[config.mk]
export PLATFORM = sky130hd
export DESIGN_NAME = jps_top
export DESIGN_NICKNAME = d
export VERILOG_FILES = /design/src/jps_pkg.sv /design/src/jps_io_cell.sv /design/src/jps_sync.sv /design/src/jps_top.sv
export SDC_FILE = /design/constraint.sdc
export NUM_CORES = 1
export LEC_CHECK = 0
export ABC_AREA = 1
export BUFFER_PORTS_ARGS = -buffer_cell sky130_fd_sc_hd__buf_4
export CORE_MARGIN = 4
export CORE_UTILIZATION = 45
export DETAILED_ROUTE_END_ITERATION = 12
export GPL_ROUTABILITY_DRIVEN = 0
export PLACE_DENSITY = 0.74
export SYNTH_ARGS = -nofsm -noshare
export SYNTH_HDL_FRONTEND = slang
export SYNTH_SLANG_ARGS = --single-unit
[constraint.sdc]
create_clock -name clk_sys_in -period 1.82 [get_ports clk_sys_in]
set_input_delay 0.182 -clock clk_sys_in [delete_from_list [all_inputs] [get_ports clk_sys_in]]
set_output_delay 0.182 -clock clk_sys_in [all_outputs]
set_load 0.03 [all_outputs]
[src/jps_pkg.sv]
// Package for the test-pin sharing block: states, modes and counts.
// Assumes a 100 MHz system clock sampling an externally driven test clock.
package jps_pkg;
    // Number of consecutive mode-select-high test clock edges to logic-reset.
    localparam int unsigned RESET_TCK_COUNT = 5;
    localparam logic [2:0]  CNT_RESET_VAL   = 3'h0;
    // Number of general-purpose pins and probe node select width.
    localparam int unsigned GPIO_COUNT      = 4;
    localparam int unsigned NODE_COUNT      = 8;
    localparam int unsigned NODE_SEL_W      = 3;
    localparam logic [2:0]  NODE_SEL_RESET  = 3'h0;
    localparam logic        SYNC_RESET_VAL  = 1'b0;
    localparam logic        SYNC_RESET_HIGH = 1'b1;

    // Test access port controller states, standard sixteen-state machine.
    typedef enum logic [3:0] {
        JPS_TLR, JPS_RTI, JPS_SEL_DR, JPS_CAP_DR, JPS_SH_DR, JPS_EX1_DR,
        JPS_PA_DR, JPS_EX2_DR, JPS_UPD_DR, JPS_SEL_IR, JPS_CAP_IR,
        JPS_SH_IR, JPS_EX1_IR, JPS_PA_IR, JPS_EX2_IR, JPS_UPD_IR
    } jps_tap_state_t;

    // Buffer mode of one general-purpose pin.
    typedef enum logic [2:0] {
        JPS_IO_UNUSED, JPS_IO_INPUT, JPS_IO_OUTPUT, JPS_IO_TRISTATE,
        JPS_IO_BIDIR
    } jps_io_mode_t;
endpackage

[src/jps_io_cell.sv]
// One general-purpose pin buffer with a selectable mode.
// Assumes mode and drive data come from same-clock logic.
`timescale 1ns/100ps
`default_nettype none
module jps_io_cell (
    input  wire logic                  clk_sys_in, // System clock.
    input  wire logic                  nrst_in,    // Sync reset, active low.
    input  wire jps_pkg::jps_io_mode_t mode_in,    // Buffer mode.
    input  wire logic                  data_in,    // Value to drive.
    input  wire logic                  oe_req_in,  // Drive request.
    input  wire logic                  pin_in,     // Level read from pin.
    output var  logic                  pin_out,    // Level driven on pin.
    output var  logic                  pin_oe_out, // Pin drive enable.
    output var  logic                  rd_out      // Synchronised level.
);
    logic rd_sync;
    logic next_oe;

    jps_sync #(.RESET_VAL(jps_pkg::SYNC_RESET_VAL)) u_sync (
        .clk_sys_in (clk_sys_in),
        .nrst_in    (nrst_in),
        .async_in   (pin_in),
        .sync_out   (rd_sync)
    );

    always_comb begin
        unique case (mode_in)
            jps_pkg::JPS_IO_OUTPUT:   next_oe = 1'b1;
            jps_pkg::JPS_IO_TRISTATE: next_oe = oe_req_in;
            jps_pkg::JPS_IO_BIDIR:    next_oe = oe_req_in;
            default:                  next_oe = 1'b0;
        endcase
    end

    always_ff @(posedge clk_sys_in) begin
        if (!nrst_in) begin
            pin_out    <= 1'b0;
            pin_oe_out <= 1'b0;
        end else begin
            pin_out    <= data_in;
            pin_oe_out <= next_oe;
        end
    end

    // Input and bidirectional modes see the pin; others read zero.
    always_ff @(posedge clk_sys_in) begin
        if (!nrst_in) begin
            rd_out <= 1'b0;
        end else begin
            rd_out <= (mode_in == jps_pkg::JPS_IO_INPUT ||
                       mode_in == jps_pkg::JPS_IO_BIDIR) ? rd_sync : 1'b0;
        end
    end

    a_unused_hiz: assert property (@(posedge clk_sys_in)
        disable iff (!nrst_in)
        $past(mode_in) == jps_pkg::JPS_IO_UNUSED |-> !pin_oe_out)
        else $error("Unused pin is driven.");
    a_output_drives: assert property (@(posedge clk_sys_in)
        disable iff (!nrst_in)
        $past(mode_in) == jps_pkg::JPS_IO_OUTPUT && $past(nrst_in)
        |-> pin_oe_out && pin_out == $past(data_in))
        else $error("Output mode pin does not drive its data.");
endmodule
`default_nettype wire

[src/jps_sync.sv]
// Two flip-flop synchroniser for one level from outside the clock domain.
// Assumes the input may change at any time relative to clk_sys_in.
`timescale 1ns/100ps
`default_nettype none
module jps_sync #(
    parameter logic RESET_VAL = 1'b0
) (
    input  wire logic clk_sys_in, // System clock.
    input  wire logic nrst_in,    // Synchronous reset, active low.
    input  wire logic async_in,   // Level from outside the domain.
    output var  logic sync_out    // Synchronised level.
);
    logic stage1;

    always_ff @(posedge clk_sys_in) begin
        if (!nrst_in) begin
            stage1   <= RESET_VAL;
            sync_out <= RESET_VAL;
        end else begin
            stage1   <= async_in;
            sync_out <= stage1;
        end
    end
endmodule
`default_nettype wire

[src/jps_top.sv]
// Test-pin sharing control: test access port, pin ownership and probes.
// Assumes an external scan controller drives the test pins; the test clock
// is sampled by clk_sys_in and must be much slower than it.
// Function
// - Flexible mode: mode select low claims test clock, data in, data out.
// - Claimed pins stay in scan function until logic-reset is reached.
// - At logic-reset the shared pins return to user I/O.
// - Five mode-select-high test clock edges reach logic-reset.
// - Dedicated mode: pins always scan, standard state machine only.
// - First probe drives the selected internal node in real time.
// - Second probe drives another chosen node, usable with the first.
// - After debugging, probe pins can act as user I/O.
// - Each general pin is input, output, tri-state or bidirectional.
// - Unused general pins stay high impedance.
// - Flexible mode: data out drives scan data only while mode select is low.
`timescale 1ns/100ps
`default_nettype none
module jps_top (
    input  wire logic       clk_sys_in,          // System clock, 100 MHz.
    input  wire logic       nrst_in,             // Sync reset, active low.
    input  wire logic       dedicated_mode_in,   // High: dedicated scan pins.
    input  wire logic       tck_pin_in,          // Test clock pin level.
    input  wire logic       tms_pin_in,          // Test mode select pin.
    input  wire logic       tdi_pin_in,          // Test data in pin level.
    output var  logic       tdo_pin_out,         // Test data out pin level.
    output var  logic       tdo_pin_oe_out,      // Test data out drive enable.
    output var  logic       scan_owned_out,      // Shared pins in scan use.
    output var  logic       tck_user_out,        // Test clock pin as user in.
    output var  logic       tdi_user_out,        // Data in pin as user in.
    input  wire logic       tdo_user_data_in,    // User data for data out pin.
    input  wire logic       tdo_user_oe_in,      // User drive for data out pin.
    output var  logic       tap_reset_out,       // Controller in logic-reset.
    input  wire logic [7:0] node_in,             // Internal design nodes.
    input  wire logic [2:0] probe_sel_first_in,  // Node for first probe.
    input  wire logic [2:0] probe_sel_second_in, // Node for second probe.
    input  wire logic       probe_user_first_in, // First probe is user I/O.
    input  wire logic       probe_user_second_in,// Second probe is user I/O.
    input  wire logic [1:0] probe_user_data_in,  // User data for probe pins.
    output var  logic       probe_out_first,     // First probe pin level.
    output var  logic       probe_out_second,    // Second probe pin level.
    input  wire jps_pkg::jps_io_mode_t gpio_mode_in [4], // Mode per pin.
    input  wire logic [3:0] gpio_data_in,        // Drive data per pin.
    input  wire logic [3:0] gpio_oe_req_in,      // Drive request per pin.
    input  wire logic [3:0] gpio_pin_in,         // Level read from pins.
    output var  logic [3:0] gpio_pin_out,        // Level driven on pins.
    output var  logic [3:0] gpio_pin_oe_out,     // Drive enable per pin.
    output var  logic [3:0] gpio_rd_out          // Synchronised pin levels.
);
    logic tck_s;
    logic tms_s;
    logic tdi_s;
    logic tck_prev;
    logic tck_rise;
    logic tck_fall;
    logic owned;
    logic [2:0] hi_count;
    logic shift_bit;
    jps_pkg::jps_tap_state_t tap_state;
    jps_pkg::jps_tap_state_t next_tap_state;

    // Probe node selection used twice.
    function automatic logic pick_node(input logic [7:0] nodes,
                                       input logic [2:0] sel);
        pick_node = nodes[sel];
    endfunction

    // Test clock, mode select and data in cross via two flops each. Mode
    // select resets high so an idle line does not look like a claim.
    jps_sync #(.RESET_VAL(jps_pkg::SYNC_RESET_VAL)) u_sync_tck (
        .clk_sys_in (clk_sys_in),
        .nrst_in    (nrst_in),
        .async_in   (tck_pin_in),
        .sync_out   (tck_s)
    );
    jps_sync #(.RESET_VAL(jps_pkg::SYNC_RESET_HIGH)) u_sync_tms (
        .clk_sys_in (clk_sys_in),
        .nrst_in    (nrst_in),
        .async_in   (tms_pin_in),
        .sync_out   (tms_s)
    );
    jps_sync #(.RESET_VAL(jps_pkg::SYNC_RESET_VAL)) u_sync_tdi (
        .clk_sys_in (clk_sys_in),
        .nrst_in    (nrst_in),
        .async_in   (tdi_pin_in),
        .sync_out   (tdi_s)
    );

    always_ff @(posedge clk_sys_in) begin
        if (!nrst_in) begin
            tck_prev <= 1'b0;
        end else begin
            tck_prev <= tck_s;
        end
    end
    assign tck_rise = tck_s && !tck_prev;
    assign tck_fall = !tck_s && tck_prev;

    // Standard controller transitions on each sampled test clock rise.
    always_comb begin
        next_tap_state = tap_state;
        unique case (tap_state)
            jps_pkg::JPS_TLR:    next_tap_state = tms_s ? jps_pkg::JPS_TLR
                                                        : jps_pkg::JPS_RTI;
            jps_pkg::JPS_RTI:    next_tap_state = tms_s ? jps_pkg::JPS_SEL_DR
                                                        : jps_pkg::JPS_RTI;
            jps_pkg::JPS_SEL_DR: next_tap_state = tms_s ? jps_pkg::JPS_SEL_IR
                                                        : jps_pkg::JPS_CAP_DR;
            jps_pkg::JPS_CAP_DR: next_tap_state = tms_s ? jps_pkg::JPS_EX1_DR
                                                        : jps_pkg::JPS_SH_DR;
            jps_pkg::JPS_SH_DR:  next_tap_state = tms_s ? jps_pkg::JPS_EX1_DR
                                                        : jps_pkg::JPS_SH_DR;
            jps_pkg::JPS_EX1_DR: next_tap_state = tms_s ? jps_pkg::JPS_UPD_DR
                                                        : jps_pkg::JPS_PA_DR;
            jps_pkg::JPS_PA_DR:  next_tap_state = tms_s ? jps_pkg::JPS_EX2_DR
                                                        : jps_pkg::JPS_PA_DR;
            jps_pkg::JPS_EX2_DR: next_tap_state = tms_s ? jps_pkg::JPS_UPD_DR
                                                        : jps_pkg::JPS_SH_DR;
            jps_pkg::JPS_UPD_DR: next_tap_state = tms_s ? jps_pkg::JPS_SEL_DR
                                                        : jps_pkg::JPS_RTI;
            jps_pkg::JPS_SEL_IR: next_tap_state = tms_s ? jps_pkg::JPS_TLR
                                                        : jps_pkg::JPS_CAP_IR;
            jps_pkg::JPS_CAP_IR: next_tap_state = tms_s ? jps_pkg::JPS_EX1_IR
                                                        : jps_pkg::JPS_SH_IR;
            jps_pkg::JPS_SH_IR:  next_tap_state = tms_s ? jps_pkg::JPS_EX1_IR
                                                        : jps_pkg::JPS_SH_IR;
            jps_pkg::JPS_EX1_IR: next_tap_state = tms_s ? jps_pkg::JPS_UPD_IR
                                                        : jps_pkg::JPS_PA_IR;
            jps_pkg::JPS_PA_IR:  next_tap_state = tms_s ? jps_pkg::JPS_EX2_IR
                                                        : jps_pkg::JPS_PA_IR;
            jps_pkg::JPS_EX2_IR: next_tap_state = tms_s ? jps_pkg::JPS_UPD_IR
                                                        : jps_pkg::JPS_SH_IR;
            jps_pkg::JPS_UPD_IR: next_tap_state = tms_s ? jps_pkg::JPS_SEL_DR
                                                        : jps_pkg::JPS_RTI;
        endcase
    end

    always_ff @(posedge clk_sys_in) begin
        if (!nrst_in) begin
            tap_state <= jps_pkg::JPS_TLR;
        end else if (tck_rise) begin
            tap_state <= next_tap_state;
        end
    end

    // A second count of consecutive high samples, held at five, only feeds
    // the check below; it never forces logic-reset, the state walk does.
    always_ff @(posedge clk_sys_in) begin
        if (!nrst_in) begin
            hi_count <= jps_pkg::CNT_RESET_VAL;
        end else if (tck_rise) begin
            if (!tms_s) begin
                hi_count <= jps_pkg::CNT_RESET_VAL;
            end else if (hi_count != 3'(jps_pkg::RESET_TCK_COUNT)) begin
                hi_count <= hi_count + 3'h1;
            end
        end
    end

    // Ownership: claimed by a low mode select, held until logic-reset.
    always_ff @(posedge clk_sys_in) begin
        if (!nrst_in) begin
            owned <= 1'b0;
        end else if (!tms_s) begin
            owned <= 1'b1;
        end else if (tck_rise && next_tap_state == jps_pkg::JPS_TLR) begin
            owned <= 1'b0;
        end
    end

    // Data out shifts on the falling edge as the protocol expects; the
    // shift path here is a single bypass bit.
    always_ff @(posedge clk_sys_in) begin
        if (!nrst_in) begin
            shift_bit <= 1'b0;
        end else if (tck_rise && (tap_state == jps_pkg::JPS_SH_DR ||
                                  tap_state == jps_pkg::JPS_SH_IR)) begin
            shift_bit <= tdi_s;
        end
    end

    always_ff @(posedge clk_sys_in) begin
        if (!nrst_in) begin
            tdo_pin_out    <= 1'b0;
            tdo_pin_oe_out <= 1'b0;
        end else if (dedicated_mode_in) begin
            tdo_pin_oe_out <= 1'b1;
            if (tck_fall) begin
                tdo_pin_out <= shift_bit;
            end
        end else if (owned || !tms_s) begin
            tdo_pin_oe_out <= !tms_s;
            if (tck_fall) begin
                tdo_pin_out <= shift_bit;
            end
        end else begin
            tdo_pin_oe_out <= tdo_user_oe_in;
            tdo_pin_out    <= tdo_user_data_in;
        end
    end

    always_ff @(posedge clk_sys_in) begin
        if (!nrst_in) begin
            scan_owned_out <= 1'b0;
            tck_user_out   <= 1'b0;
            tdi_user_out   <= 1'b0;
            tap_reset_out  <= 1'b1;
        end else begin
            scan_owned_out <= dedicated_mode_in || owned;
            tck_user_out   <= (dedicated_mode_in || owned) ? 1'b0 : tck_s;
            tdi_user_out   <= (dedicated_mode_in || owned) ? 1'b0 : tdi_s;
            tap_reset_out  <= tap_state == jps_pkg::JPS_TLR;
        end
    end

    // Probes: real-time nodes, or user data once debugging is done.
    always_ff @(posedge clk_sys_in) begin
        if (!nrst_in) begin
            probe_out_first  <= 1'b0;
            probe_out_second <= 1'b0;
        end else begin
            probe_out_first  <= probe_user_first_in ? probe_user_data_in[0]
                : pick_node(node_in, probe_sel_first_in);
            probe_out_second <= probe_user_second_in ? probe_user_data_in[1]
                : pick_node(node_in, probe_sel_second_in);
        end
    end

    for (genvar g = 0; g < 4; g++) begin : g_io
        jps_io_cell u_cell (
            .clk_sys_in (clk_sys_in),
            .nrst_in    (nrst_in),
            .mode_in    (gpio_mode_in[g]),
            .data_in    (gpio_data_in[g]),
            .oe_req_in  (gpio_oe_req_in[g]),
            .pin_in     (gpio_pin_in[g]),
            .pin_out    (gpio_pin_out[g]),
            .pin_oe_out (gpio_pin_oe_out[g]),
            .rd_out     (gpio_rd_out[g])
        );
    end

    // The count check leans on the standard walk, which reaches
    // logic-reset within five high samples from any state.
    a_claim_on_low: assert property (@(posedge clk_sys_in)
        disable iff (!nrst_in) !tms_s |=> owned)
        else $error("Low mode select did not claim pins.");
    a_hold_until_reset: assert property (@(posedge clk_sys_in)
        disable iff (!nrst_in)
        owned && !(tck_rise && next_tap_state == jps_pkg::JPS_TLR)
        |=> owned)
        else $error("Pins released before logic-reset.");
    a_release_at_reset: assert property (@(posedge clk_sys_in)
        disable iff (!nrst_in)
        tms_s && tck_rise && next_tap_state == jps_pkg::JPS_TLR
        |=> !owned)
        else $error("Pins not released at logic-reset.");
    a_user_release: assert property (@(posedge clk_sys_in)
        disable iff (!nrst_in)
        !dedicated_mode_in && !owned && tms_s
        |=> tdo_pin_oe_out == $past(tdo_user_oe_in))
        else $error("Released data out pin ignores user drive.");
    a_five_reach_reset: assert property (@(posedge clk_sys_in)
        disable iff (!nrst_in)
        hi_count == 3'(jps_pkg::RESET_TCK_COUNT)
        |-> tap_state == jps_pkg::JPS_TLR)
        else $error("Five high edges did not reach logic-reset.");
    a_low_restarts: assert property (@(posedge clk_sys_in)
        disable iff (!nrst_in)
        tck_rise && !tms_s |=> hi_count == jps_pkg::CNT_RESET_VAL)
        else $error("Low sample did not restart the count.");
    a_dedicated_drive: assert property (@(posedge clk_sys_in)
        disable iff (!nrst_in)
        dedicated_mode_in |=> tdo_pin_oe_out)
        else $error("Dedicated mode data out not driven.");
    a_tdo_low_only: assert property (@(posedge clk_sys_in)
        disable iff (!nrst_in)
        !dedicated_mode_in && tms_s && owned |=> !tdo_pin_oe_out)
        else $error("Data out driven while mode select high.");
    a_probe_first: assert property (@(posedge clk_sys_in)
        disable iff (!nrst_in) !probe_user_first_in |=>
        probe_out_first == $past(node_in[probe_sel_first_in]))
        else $error("First probe does not follow its node.");
    a_probe_second: assert property (@(posedge clk_sys_in)
        disable iff (!nrst_in) !probe_user_second_in |=>
        probe_out_second == $past(node_in[probe_sel_second_in]))
        else $error("Second probe does not follow its node.");
    a_probe_user: assert property (@(posedge clk_sys_in)
        disable iff (!nrst_in) probe_user_first_in |=>
        probe_out_first == $past(probe_user_data_in[0]))
        else $error("First probe not usable as user output.");

    c_claim: cover property (@(posedge clk_sys_in)
        disable iff (!nrst_in) !owned ##1 owned);
    c_release: cover property (@(posedge clk_sys_in)
        disable iff (!nrst_in) owned ##1 !owned);
    c_shift: cover property (@(posedge clk_sys_in)
        disable iff (!nrst_in) tap_state == jps_pkg::JPS_SH_DR);
    c_dedicated: cover property (@(posedge clk_sys_in)
        disable iff (!nrst_in) dedicated_mode_in && tdo_pin_oe_out);
    c_probe_user: cover property (@(posedge clk_sys_in)
        disable iff (!nrst_in) probe_user_first_in && probe_user_second_in);
endmodule
`default_nettype wire

==> flow_metrics.env <==
export IMPL_status="complete, no violations"
export IMPL_post_route_drc_count=0
export IMPL_insertedDiodeCount=0
export IMPL_antenna_found_initial=0
export IMPL_final_max_slew_viol_count=0
export IMPL_rows=23
export IMPL_detailedPlacementHpwl_um=2981
export IMPL_yosysMostFrequentCell="sky130_fd_sc_hd__nand2_1"
export IMPL_port_buffers=69
export IMPL_path_cells="inv_1, nand2_1, nor2_1, nand2_1, nand2_1, nor2_1, nand2_1, nor2_1, a21oi_1"
export IMPL_syn_to_final_growth_pct=30.57
export IMPL_clkSinkCount=41
export IMPL_ys_top_cells_by_area="sky130_fd_sc_hd__dfxtp_1 (44%), sky130_fd_sc_hd__nand2_1 (12%), sky130_fd_sc_hd__inv_1 (8.7%)"
export IMPL_ioPinCount=70
export IMPL_vias_per_cell=4.726
export IMPL_reg2reg_setup_slack_ns=0.42
export IMPL_initialDrtViolationCount=101
export IMPL_worst_setup_path_type="reg2reg"
export IMPL_clock_root_buffer="sky130_fd_sc_hd__clkbuf_8"
export IMPL_final_setup_viol_count=0
export IMPL_synthCells=263
export IMPL_finalHoldViolations=0
export IMPL_cts_tree="yes"
export IMPL_via_count=1758
export IMPL_utilization_pct=60.53
export IMPL_path_clk_slew_ns=0.08
export IMPL_post_synth_edffs=0
export IMPL_slew_limit_headroom_pct=73.33
export IMPL_grt_start_max_net_pins=30
export IMPL_hold_path_endpoint="g_io[1].u_cell.rd_out"
export IMPL_syn_avg_cell_area_um2=7.050
export IMPL_worst_skew_pair_latency_ns=0.29
export IMPL_min_delay_start="gpio_mode_in[7]"
export IMPL_worst_slew_pin_slew_ns=0.3899
export IMPL_mappedNetlistArea_mm2=0.001854
export IMPL_dieArea_mm2=0.005211
export IMPL_min_period_ns=1.402
export IMPL_cts_htree_levels=2
export IMPL_holdCritPathClass="in2reg"
export IMPL_timing_critical_path_max_delay_family="simple AND/OR/NAND/NOR gates"
export IMPL_ff2ff_path_depth=9
export IMPL_worst_path_max_fanout=8
export IMPL_regArea_um2=820.8
export IMPL_cts_buffers=5
export IMPL_hold_path_cell_count=2
export IMPL_drt_pre_antenna_iters=4
export IMPL_die_h_um=72.19
export IMPL_cts_hold_buffers_added=0
export IMPL_starting_utilization_of_the_core_area_pct=46.36
export IMPL_postRouteWirelength_um=3840
export IMPL_timing_critical_path_to_type="register"
export IMPL_fin_setup_tns_ns=0
export IMPL_detail_route_antenna_nets=0
export IMPL_crit_path_max_incr_delay_ns=0.48
export IMPL_ys_async_sr_fraction_pct=0
export IMPL_cp_data_arrival_time_ns=1.59
export IMPL_nNetsFinal=371
export IMPL_cts_repair_resized=0
export IMPL_multiInputGateArea_um2=753.2
export IMPL_fmax_mhz=713.5
export IMPL_drv_cap=0
export IMPL_portion_of_synthesized_cell_area_occupied_by_the_leading_cell_type_pct=44.26
export IMPL_final_period_utilization_pct=77.01
export IMPL_skew_ns=0.002430
export IMPL_grt_usage_pct=15.26
export IMPL_destination_of_the_worst_register_to_register_timing_path="owned"
export IMPL_worst_path_max_delay_cell="sky130_fd_sc_hd__dfxtp_1"
export IMPL_count_of_buffers_added_by_post_cts_timing_repair_for_setup=0
export IMPL_synth_ff_type="sky130_fd_sc_hd__dfxtp_1"
export IMPL_yosys_register_bits=41
export IMPL_start_kind="register"
export IMPL_worst_voltage_drop_across_the_vdd_grid_uv=553.8
export IMPL_grt_first_pass_wirelength_um=6334
export IMPL_buffer_and_inverter_count_on_the_worst_path=1
export IMPL_first_global_vias=1602
export IMPL_p_per_area_mw_per_mm2=802.8
export IMPL_r2r_start="tap_state[1]"
export IMPL_grt_remaining_overflow=0
export IMPL_setup_worst_path_start="tap_state[1]"
export IMPL_die_width_um=72.19
export IMPL_core_region_area_mm2=0.004000
export IMPL_post_synth_most_frequent_cells="sky130_fd_sc_hd__nand2_1 (60), sky130_fd_sc_hd__inv_1 (43), sky130_fd_sc_hd__dfxtp_1 (41), sky130_fd_sc_hd__nor2_1 (32), sky130_fd_sc_hd__o21ai_0 (15)"
export IMPL_grt_setup_unrepaired="false"
export IMPL_cp_data_required_time_ns=2.00
export IMPL_routed_wire_length_per_instance_um=10.32
export IMPL_clockBufferDepth=2
export IMPL_synth_cell_types=23
export IMPL_synth_largest_area_cell="sky130_fd_sc_hd__dfxtp_1"
export IMPL_final_cells=372
export IMPL_synthesis_yosys_warnings=0
export IMPL_synth_seq_area_share_pct=44.26
export IMPL_layout_filler_cells=379
export IMPL_post_route_cells_drive_above_1_share_pct=24.84
export IMPL_total_leakage_power_nw=1.294
export IMPL_syn_num_nets=313
export IMPL_crit_path_frequent_cell="sky130_fd_sc_hd__nand2_1"
export IMPL_dpl_cell_count=364
[where the power goes]
group | leakage [nW] | switching (mW) | internal, mW
combinational | 0.901 | 0.172 | 0.150
sequential | 0.338 | 0.0189 | 0.940
clock | 0.0549 | 0.312 | 0.350
[cell families (layout without fill, tap and decap cells)]
group | after synthesis | count (layout) | synth area share [%]
and+or+nand+nor | 117 | 117 | 25.91
buffers and inverters | 61 | 120 | 15.11
DFF | 41 | 41 | 44.26
AOI/OAI and AO/OA | 40 | 40 | 12.82
xor gates and xnor gates | 4 | 4 | 1.889
[cell usage in the layout (no fill, tap or decap), types with 4 or more instances in the layout]
cell type                   n
sky130_fd_sc_hd__buf_4     69
sky130_fd_sc_hd__o21ai_0   15
sky130_fd_sc_hd__nand3_1   14
sky130_fd_sc_hd__inv_1     43
sky130_fd_sc_hd__nand2_1   60
sky130_fd_sc_hd__xnor2_1    4
sky130_fd_sc_hd__nor3_1     4
sky130_fd_sc_hd__clkbuf_8   7
sky130_fd_sc_hd__o211ai_1   4
sky130_fd_sc_hd__nor2_1    32
sky130_fd_sc_hd__dfxtp_1   41
sky130_fd_sc_hd__a21oi_1    9
[sequential cells by signal, summed over array words and instances (netlist names), 4 cells and up]
register,count
g_io.u_cell.pin_out,4
g_io.u_cell.rd_out,4
g_io.u_cell.u_sync.sync_out,4
tap_state,4
g_io.u_cell.u_sync.stage1,4
g_io.u_cell.pin_oe_out,4
[final cells by class]
cell class,instances,area share [%]
multi-input combinational,161,31.11
tap,50,2.584
timing repair buffer,69,21.40
inverter,43,6.667
clock inverter,1,0.3618
clock buffer,7,3.979
sequential,41,33.90
[layer usage]
metal	part of all wire, %	wire length [µm]	track usage [%]	up-vias
met5	0	0	0	-
met4	1.4	55	6.889	0
met3	8.3	317	5.679	6
met2	48	1848	25.99	57
met1	42	1619	16.84	761
li1	-	-	-	934
[stage by stage]
step           power, mW  hold slack (ns)  worst slack [ns]  area [µm²]
5_1_grt            2.042          0.04844            0.2879        2421
2_1_floorplan      1.164           0.2593            0.6843        1854
6_report           1.944          0.06194            0.4184        2421
4_1_cts            1.969          0.05366            0.4786        2421
3_5_place_dp       1.303           0.3673            0.4952        2316
3_3_place_gp       1.299           0.3633            0.4531        2316
[worst max path at each step]
stage / end / slack (ns) / cells after the start
2_1_floorplan: owned / 0.68 / 7
3_3_place_gp: tap_state[1] / 0.45 / 9
3_5_place_dp: owned / 0.50 / 9
4_1_cts: tap_state[1] / 0.48 / 9
5_1_grt: tap_state[1] / 0.29 / 9
6_report: owned / 0.42 / 9
No activity file was read; power rests on OpenSTA's default activity.
